File: src/core/pmw_pkg.sv
// package: constants for the power mode and wake-up controller
package pmw_pkg;
  localparam logic [7:0] ADDR_MODE = 8'h00;
  localparam logic [7:0] ADDR_MODE_TWO = 8'h04;
  localparam logic [7:0] ADDR_WAKE_EN = 8'h08;
  localparam logic [7:0] ADDR_STATUS = 8'h0C;
  localparam int MODE_DIV_LSB = 5;
  localparam int MODE_LRDY_BIT = 3;
  localparam int MODE_HRDY_BIT = 2;
  localparam int MODE_IDLE_BIT = 1;
  localparam int MODE_HCS_BIT = 0;
  localparam int MODE_TWO_SYSON_BIT = 7;
  localparam int STAT_PDF_BIT = 0;
  localparam int STAT_TO_BIT = 1;
  localparam int STAT_STATE_LSB = 4;
  localparam logic [2:0] RST_DIV_SEL = 3'h0;
  localparam logic RST_IDLE_EN = 1'b1;
  localparam logic RST_HCS = 1'b1;
  localparam logic RST_SYSON = 1'b0;
  localparam logic [7:0] RST_WAKE_EN = 8'h00;
  localparam logic [2:0] DIV_SEL_FAST_MIN = 3'h2;
  localparam logic [5:0] DIV_MASK_MAX = 6'h3F;
  typedef enum logic [2:0] {
    ST_RUN = 3'b000,
    ST_DEEP_SLEEP = 3'b001,
    ST_WDOG_SLEEP = 3'b010,
    ST_IDLE_OFF = 3'b011,
    ST_IDLE_ON = 3'b100,
    ST_WAKE = 3'b101
  } pmw_state_e;
  typedef enum logic [1:0] {
    WK_PORT = 2'b00,
    WK_IRQ_RESUME = 2'b01,
    WK_IRQ_VECTOR = 2'b10,
    WK_WDOG = 2'b11
  } pmw_cause_e;
endpackage

File: src/core/pmw_ctrl.sv
// module: power mode switching, halt states, clock gating and wake-up
`timescale 1ns/1ps
module pmw_ctrl (
  // apb slave
  input wire logic pclk,
  input wire logic presetn,
  input wire logic psel,
  input wire logic penable,
  input wire logic pwrite,
  input wire logic [7:0] paddr,
  input wire logic [31:0] pwdata,
  output logic [31:0] prdata,
  output logic pready,
  output logic pslverr,
  // cpu core
  input wire logic halt_exec,
  input wire logic clr_wdt_exec,
  output logic cpu_stall,
  output logic resume_after_halt,
  output logic irq_vector_go,
  output logic pc_sp_reset,
  // watchdog
  input wire logic wdt_enabled,
  input wire logic wdt_overflow,
  output logic wdt_clear,
  output logic wdt_hold,
  output logic wdt_clk_en,
  // interrupts and port a
  input wire logic [7:0] irq_req,
  input wire logic [7:0] irq_enable,
  input wire logic stack_full,
  input wire logic [7:0] port_a_in,
  // oscillators
  input wire logic high_osc_stable,
  input wire logic low_clk_tick,
  output logic high_osc_enable,
  output logic low_osc_enable,
  // clock gating
  output logic sys_clk_en,
  output logic sys_src_low,
  output logic sys_tick,
  output logic tbc_clk_en,
  output logic [2:0] power_mode
);
  pmw_pkg::pmw_state_e state_r, state_nxt;
  pmw_pkg::pmw_cause_e cause_r, cause_nxt;
  logic [2:0] clock_divider_select_r;
  logic high_clock_select_r;
  logic idle_on_halt_enable_r;
  logic sysclk_in_idle_enable_r;
  logic [7:0] port_a_wake_enable_r;
  logic power_down_flag_r;
  logic watchdog_timeout_flag_r;
  logic low_osc_ready_r;
  logic high_osc_ready_r;
  logic [7:0] port_prev_r;
  logic [7:0] irq_armed_r;
  logic [5:0] div_cnt_r;
  logic resume_r, vector_r, pcsp_r, wclr_r;
  logic [31:0] rdata_nxt;

  // bus decode
  wire setup_ph = psel & ~penable;
  wire wr_acc = psel & penable & pwrite;
  wire hit_mode = (paddr == pmw_pkg::ADDR_MODE);
  wire hit_two = (paddr == pmw_pkg::ADDR_MODE_TWO);
  wire hit_wake = (paddr == pmw_pkg::ADDR_WAKE_EN);
  wire hit_stat = (paddr == pmw_pkg::ADDR_STATUS);
  wire hit_any = hit_mode | hit_two | hit_wake | hit_stat;

  // clock source selection
  wire div_is_slow = (clock_divider_select_r < pmw_pkg::DIV_SEL_FAST_MIN);
  wire src_low = ~high_clock_select_r & div_is_slow;
  wire [2:0] shift_amt = clock_divider_select_r - pmw_pkg::DIV_SEL_FAST_MIN;
  wire [5:0] div_mask = pmw_pkg::DIV_MASK_MAX >> shift_amt;
  wire hi_tick = high_clock_select_r | ((div_cnt_r & div_mask) == div_mask);
  wire src_ready = src_low ? low_osc_ready_r : high_osc_ready_r;

  // halt-state classification
  wire in_halt = (state_r == pmw_pkg::ST_DEEP_SLEEP) | (state_r == pmw_pkg::ST_WDOG_SLEEP)
               | (state_r == pmw_pkg::ST_IDLE_OFF) | (state_r == pmw_pkg::ST_IDLE_ON);
  wire in_idle = (state_r == pmw_pkg::ST_IDLE_OFF) | (state_r == pmw_pkg::ST_IDLE_ON);
  wire halt_go = (state_r == pmw_pkg::ST_RUN) & halt_exec;

  // wake sources
  wire [7:0] port_fall = port_prev_r & ~port_a_in & port_a_wake_enable_r;
  wire [7:0] irq_new = irq_req & irq_armed_r;
  wire wdt_wake = in_halt & wdt_overflow & ~wdt_hold;
  wire irq_wake = in_halt & (|irq_new);
  wire port_wake = in_halt & (|port_fall);
  wire any_wake = wdt_wake | irq_wake | port_wake;
  wire irq_can_vector = (|(irq_new & irq_enable)) & ~stack_full;

  always_comb begin
    state_nxt = state_r;
    cause_nxt = cause_r;
    case (state_r)
      pmw_pkg::ST_RUN: begin
        if (halt_exec) begin
          if (!idle_on_halt_enable_r) begin
            state_nxt = wdt_enabled ? pmw_pkg::ST_WDOG_SLEEP : pmw_pkg::ST_DEEP_SLEEP;
          end else begin
            state_nxt = sysclk_in_idle_enable_r ? pmw_pkg::ST_IDLE_ON : pmw_pkg::ST_IDLE_OFF;
          end
        end
      end
      pmw_pkg::ST_DEEP_SLEEP, pmw_pkg::ST_WDOG_SLEEP, pmw_pkg::ST_IDLE_OFF,
      pmw_pkg::ST_IDLE_ON: begin
        if (any_wake) begin
          state_nxt = pmw_pkg::ST_WAKE;
          if (wdt_wake) begin
            cause_nxt = pmw_pkg::WK_WDOG;
          end else if (irq_wake) begin
            cause_nxt = irq_can_vector ? pmw_pkg::WK_IRQ_VECTOR : pmw_pkg::WK_IRQ_RESUME;
          end else begin
            cause_nxt = pmw_pkg::WK_PORT;
          end
        end
      end
      pmw_pkg::ST_WAKE: begin
        if (src_ready) begin
          state_nxt = pmw_pkg::ST_RUN;
        end
      end
      default: state_nxt = pmw_pkg::ST_RUN;
    endcase
  end

  wire wake_done = (state_r == pmw_pkg::ST_WAKE) & src_ready;

  always_ff @(posedge pclk or negedge presetn) begin
    if (!presetn) begin
      state_r <= pmw_pkg::ST_RUN;
      cause_r <= pmw_pkg::WK_PORT;
      resume_r <= 1'b0;
      vector_r <= 1'b0;
      pcsp_r <= 1'b0;
      wclr_r <= 1'b0;
    end else begin
      state_r <= state_nxt;
      cause_r <= cause_nxt;
      resume_r <= wake_done & ((cause_r == pmw_pkg::WK_PORT)
                             | (cause_r == pmw_pkg::WK_IRQ_RESUME));
      vector_r <= wake_done & (cause_r == pmw_pkg::WK_IRQ_VECTOR);
      pcsp_r <= wake_done & (cause_r == pmw_pkg::WK_WDOG);
      wclr_r <= halt_go;
    end
  end

  // control registers
  always_ff @(posedge pclk or negedge presetn) begin
    if (!presetn) begin
      clock_divider_select_r <= pmw_pkg::RST_DIV_SEL;
      high_clock_select_r <= pmw_pkg::RST_HCS;
      idle_on_halt_enable_r <= pmw_pkg::RST_IDLE_EN;
      sysclk_in_idle_enable_r <= pmw_pkg::RST_SYSON;
      port_a_wake_enable_r <= pmw_pkg::RST_WAKE_EN;
    end else if (wr_acc) begin
      if (hit_mode) begin
        clock_divider_select_r <= pwdata[pmw_pkg::MODE_DIV_LSB +: 3];
        high_clock_select_r <= pwdata[pmw_pkg::MODE_HCS_BIT];
        idle_on_halt_enable_r <= pwdata[pmw_pkg::MODE_IDLE_BIT];
      end
      if (hit_two) begin
        sysclk_in_idle_enable_r <= pwdata[pmw_pkg::MODE_TWO_SYSON_BIT];
      end
      if (hit_wake) begin
        port_a_wake_enable_r <= pwdata[7:0];
      end
    end
  end

  // status flags; a set wins over a clear in the same cycle
  always_ff @(posedge pclk or negedge presetn) begin
    if (!presetn) begin
      power_down_flag_r <= 1'b0;
      watchdog_timeout_flag_r <= 1'b0;
    end else begin
      if (halt_go) begin
        power_down_flag_r <= 1'b1;
      end else if (clr_wdt_exec) begin
        power_down_flag_r <= 1'b0;
      end
      if (wdt_wake) begin
        watchdog_timeout_flag_r <= 1'b1;
      end else if (halt_go) begin
        watchdog_timeout_flag_r <= 1'b0;
      end
    end
  end

  // oscillator ready, edge history, interrupt arming, divider
  always_ff @(posedge pclk or negedge presetn) begin
    if (!presetn) begin
      low_osc_ready_r <= 1'b0;
      high_osc_ready_r <= 1'b0;
      port_prev_r <= 8'h00;
      irq_armed_r <= 8'h00;
      div_cnt_r <= 6'h00;
    end else begin
      if (state_nxt == pmw_pkg::ST_DEEP_SLEEP) begin
        low_osc_ready_r <= 1'b0;
      end else if (low_clk_tick) begin
        low_osc_ready_r <= 1'b1;
      end
      high_osc_ready_r <= high_osc_stable & high_osc_enable;
      port_prev_r <= port_a_in;
      if (halt_go) begin
        irq_armed_r <= ~irq_req;
      end
      div_cnt_r <= div_cnt_r + 6'h01;
    end
  end

  // register read data, taken at the setup cycle
  always_comb begin
    rdata_nxt = 32'h0000_0000;
    if (hit_mode) begin
      rdata_nxt[pmw_pkg::MODE_DIV_LSB +: 3] = clock_divider_select_r;
      rdata_nxt[pmw_pkg::MODE_LRDY_BIT] = low_osc_ready_r;
      rdata_nxt[pmw_pkg::MODE_HRDY_BIT] = high_osc_ready_r;
      rdata_nxt[pmw_pkg::MODE_IDLE_BIT] = idle_on_halt_enable_r;
      rdata_nxt[pmw_pkg::MODE_HCS_BIT] = high_clock_select_r;
    end else if (hit_two) begin
      rdata_nxt[pmw_pkg::MODE_TWO_SYSON_BIT] = sysclk_in_idle_enable_r;
    end else if (hit_wake) begin
      rdata_nxt[7:0] = port_a_wake_enable_r;
    end else if (hit_stat) begin
      rdata_nxt[pmw_pkg::STAT_PDF_BIT] = power_down_flag_r;
      rdata_nxt[pmw_pkg::STAT_TO_BIT] = watchdog_timeout_flag_r;
      rdata_nxt[pmw_pkg::STAT_STATE_LSB +: 3] = state_r;
    end
  end

  always_ff @(posedge pclk or negedge presetn) begin
    if (!presetn) begin
      prdata <= 32'h0000_0000;
    end else if (setup_ph) begin
      prdata <= rdata_nxt;
    end
  end

  assign pready = 1'b1;
  assign pslverr = psel & penable & ~hit_any;

  // clock gating and cpu outputs
  wire deep = (state_r == pmw_pkg::ST_DEEP_SLEEP);
  assign sys_src_low = src_low;
  assign sys_clk_en = (state_r == pmw_pkg::ST_RUN) | (state_r == pmw_pkg::ST_IDLE_ON)
                    | (state_r == pmw_pkg::ST_WAKE);
  assign tbc_clk_en = sys_clk_en | (state_r == pmw_pkg::ST_IDLE_OFF);
  assign sys_tick = sys_clk_en & (src_low ? low_clk_tick : hi_tick);
  assign high_osc_enable = ~src_low & sys_clk_en;
  assign low_osc_enable = ~deep;
  assign wdt_clk_en = ~deep;
  assign wdt_hold = deep | (in_idle & ~wdt_enabled);
  assign wdt_clear = wclr_r;
  assign cpu_stall = (state_r != pmw_pkg::ST_RUN);
  assign resume_after_halt = resume_r;
  assign irq_vector_go = vector_r;
  assign pc_sp_reset = pcsp_r;
  assign power_mode = state_r;
endmodule

File: config.mk
export PLATFORM = sky130hd
export DESIGN_NAME = pmw_ctrl
export DESIGN_NICKNAME = d
export VERILOG_FILES = /design/src/core/pmw_pkg.sv /design/src/core/pmw_ctrl.sv
export SDC_FILE = /design/constraint.sdc
export NUM_CORES = 1
export LEC_CHECK = 0
export BUFFER_PORTS_ARGS = -buffer_cell sky130_fd_sc_hd__buf_2
export CELL_PAD_IN_SITES_DETAIL_PLACEMENT = 0
export CELL_PAD_IN_SITES_GLOBAL_PLACEMENT = 2
export CORE_MARGIN = 2
export CORE_UTILIZATION = 25
export CTS_CLUSTER_SIZE = 14
export DETAILED_ROUTE_END_ITERATION = 12
export HOLD_SLACK_MARGIN = 0.03
export PLACE_DENSITY_LB_ADDON = 0.1
export SLEW_MARGIN = 25
export SYNTH_ARGS = -nofsm -noshare
export SYNTH_HDL_FRONTEND = slang
export SYNTH_SLANG_ARGS = --single-unit
File: constraint.sdc
create_clock -name pclk -period 1.69 [get_ports pclk]
set_input_delay 0.4225 -clock pclk [delete_from_list [all_inputs] [get_ports pclk]]
set_output_delay 0.4225 -clock pclk [all_outputs]
set_load 0.01 [all_outputs]
==> impl_metrics.tcl <==
set metrics [dict create \
    drc 0 \
    power_mw 5.16 \
    ys_seq_area_share_pct 50.1 \
    via_count 2389 \
    fin_crit_sh_pct 139 \
    p_per_area_nw_per_um2 1220 \
    cts_buffers 9 \
    max-cap-violations 0 \
    p_seq_share_pct 33.9 \
    clockBufferDepth 2 \
    timing.rr.start "clock_divider_select_r[1]" \
    start_util_pct 26.0 \
    synth-edff-count 0 \
    drv_slew 0 \
    cts_tree "yes" \
    p_clk_share_pct 35.3 \
    final_common_cell "buf_2" \
    share_comb_of_total_power_pct 30.8 \
    post-route-min-period_ps 2340 \
    final_nets 485 \
    dp_cells 526 \
    clkTransAtPathRegs_ps 50 \
    endpoint_kind "primary output" \
    cts_hold_buf 0 \
    rrSetupSlack_ps -110 \
    grt_pass1_vias 2500 \
    syn2layout_area_growth_pct 48.5 \
    vias_per_cell 4.34 \
    rsz0062_at_grt "yes" \
    power.leakage_nw 2.08 \
    p_switching_mw 1.55 \
    synthFlopType "dfrtp_1" \
    grt_antenna_before_repair 0 \
    finalInstanceArea_um2 4230 \
    arrival_ps 1920 \
    yosysWarnings 0 \
    switching_share_pct 30.0 \
    hold_path.class "in2async" \
    cp_slowest_cell "dfrtp_1" \
    antenna_cells 0 \
    avgSynthCellArea_um2 10.3 \
    intPower_mw 3.61 \
    grt_overflow_total 0 \
    die_w_um 111 \
    worstSetupPathType "reg2out" \
    num_io_pins 126 \
    syn_area_um2 2850 \
    rows 38 \
    hpwl_um 5940 \
    coreArea_um2 11000 \
    synth_top_cell_area_share_pct 48.3 \
    clk-insertion-delay-late_ps 330 \
    cts-htree-levels 3 \
    first_iter_violations 45 \
    cp.required_ps 1270 \
    gp_congestion 0.748 \
    crit_chain "inv_2 > ha_4 > nand2b_4 > a211oi_2 > a2111oi_2 > a221oi_2 > nor3_2 > buf_2" \
    ys_types 49 \
    layout_common_cells "69 x buf_2, 53 x dfrtp_1, 37 x buf_4" \
    postLayoutCoreUtil_pct 38.5 \
    drive_gt1_share_pct 46.5 \
    synth_area_leader_cell "dfrtp_1" \
    clkSinkCount 57 \
    ant_nets 0 \
    reg2reg_depth 9 \
    crit_path_start_kind "flop" \
    grt_pass1_wl_um 12900 \
    drt_first_pass_iters 4 \
    dieArea_um2 12300 \
    grt_max_degree 58 \
    max_freq_mhz 426 \
    synthArstFlopShare_pct 100 \
    die_h_um 111 \
    ys_seq_elements 57 \
    ir_drop_uv 672 \
    synth.area.top_cells "dfrtp_1 48%, buf_4 6.8%, mux2_2 4.7%" \
    tns_ps -1580 \
    reg2reg_to "power_mode[2]" \
    cts-root-buf "clkbuf_16" \
    cp_max_fo 3 \
    dpl_cell_area_um2 3630 \
    outcome "finished, violations left" \
    grt_usage_pct 13.4 \
    slowest_delay_ps 400 \
    wl_um 7840 \
    final_cells 551 \
    setup_ws_ps -655 \
    wl_per_cell_um 14.2 \
    violations "negative setup slack" \
    finClkSkew_ps 8.42 \
    synthCells 277 \
    hold_viol 0 \
    setup_viol 12 \
    io_buffers 76 \
]
## Yosys cell counts, types with 3 or more instances
cell type	number
clkbuf_1	4
buf_4	26
nor3_1	3
dfrtp_1	55
nand2b_1	4
a31oi_1	7
o21ai_0	22
nand3b_1	3
ha_1	3
inv_1	10
nand3_1	15
mux2i_1	9
nand2_1	34
buf_2	3
o41ai_1	3
mux2_2	12
a21oi_1	3
nor2b_1	5
a22oi_1	4
nor2_1	12
## critical path: cells and delay by family (launching register included)
kind            cells  cell delay, ps
compound gates      3             590
fa+ha+maj           1             210
buf+inv             2             230
flops               1             400
simple gates        2             170
## registers in the layout, summed over array words and instances, names as in the netlist, 2 cells and up
name,cells
port_prev_r,8
cause_r,2
irq_armed_r,8
power_mode,3
div_cnt_r,6
port_a_wake_enable_r,8
clock_divider_select_r,3
prdata,8
## repair_timing
action,in CTS,in global routing
gates cloned,0,0
resized for setup,32,23
pin swaps,9,13
buffers inserted,10,3
setup endpoints to repair,16,27
## cells by family after synthesis
kind of cell / share of synthesized area (%)
muxes: 7.90
adders and majority gates: 1.32
AOI/OAI and AO/OA: 12.4
buffers and inverters: 9.61
xor gates and xnor gates: 1.23
and+or+nand+nor: 17.2
DFF: 50.1
other: 0.263
## final cells by class
class,instances,area (um2)
Fill cell,1141,6750
Sequential cell,57,1430
Multi-Input combinational cell,199,1390
Timing Repair Buffer,129,900
Clock buffer,13,260
Tap cell,140,175
Clock inverter,3,40.0
Inverter,10,37.5
## how the worst max path moves through the flow
stage,from,to,slack (ps),cells after the start
floorplan,clock_divider_select_r[1],sys_tick,-160,7
global placement,clock_divider_select_r[2],sys_tick,-420,9
detailed placement,clock_divider_select_r[2],sys_tick,-420,9
CTS,clock_divider_select_r[2],sys_tick,-770,9
global route,clock_divider_select_r[2],sys_tick,-760,8
finish,clock_divider_select_r[1],sys_tick,-650,8
## through the flow
step / hold slack (ps) / worst slack (ps)
after CTS: 117 / -770
after floorplan: 127 / -159
after global placement: 446 / -421
after global routing: 111 / -764
final: 84.7 / -655
after detailed placement: 445 / -417
## power groups by stage
stage               registers, mW  clock network (mW)  logic (mW)
floorplan                    1.73                   0       0.784
global placement             1.75                   0        1.31
detailed placement           1.74                   0        1.31
CTS                          1.74                1.86        1.51
global route                 1.78                1.93        1.77
finish                       1.75                1.82        1.59
## metal layers
layer  vias to the layer above  global-route usage (%)  share of wire (%)
li1                       1184                       -                  -
met1                      1131                    17.8                 47
met2                        66                    20.9                 46
met3                         8                    4.32                5.0
met4                         0                    4.00                1.4
met5                         -                       0                  0
(Power assumes the default switching activity.)
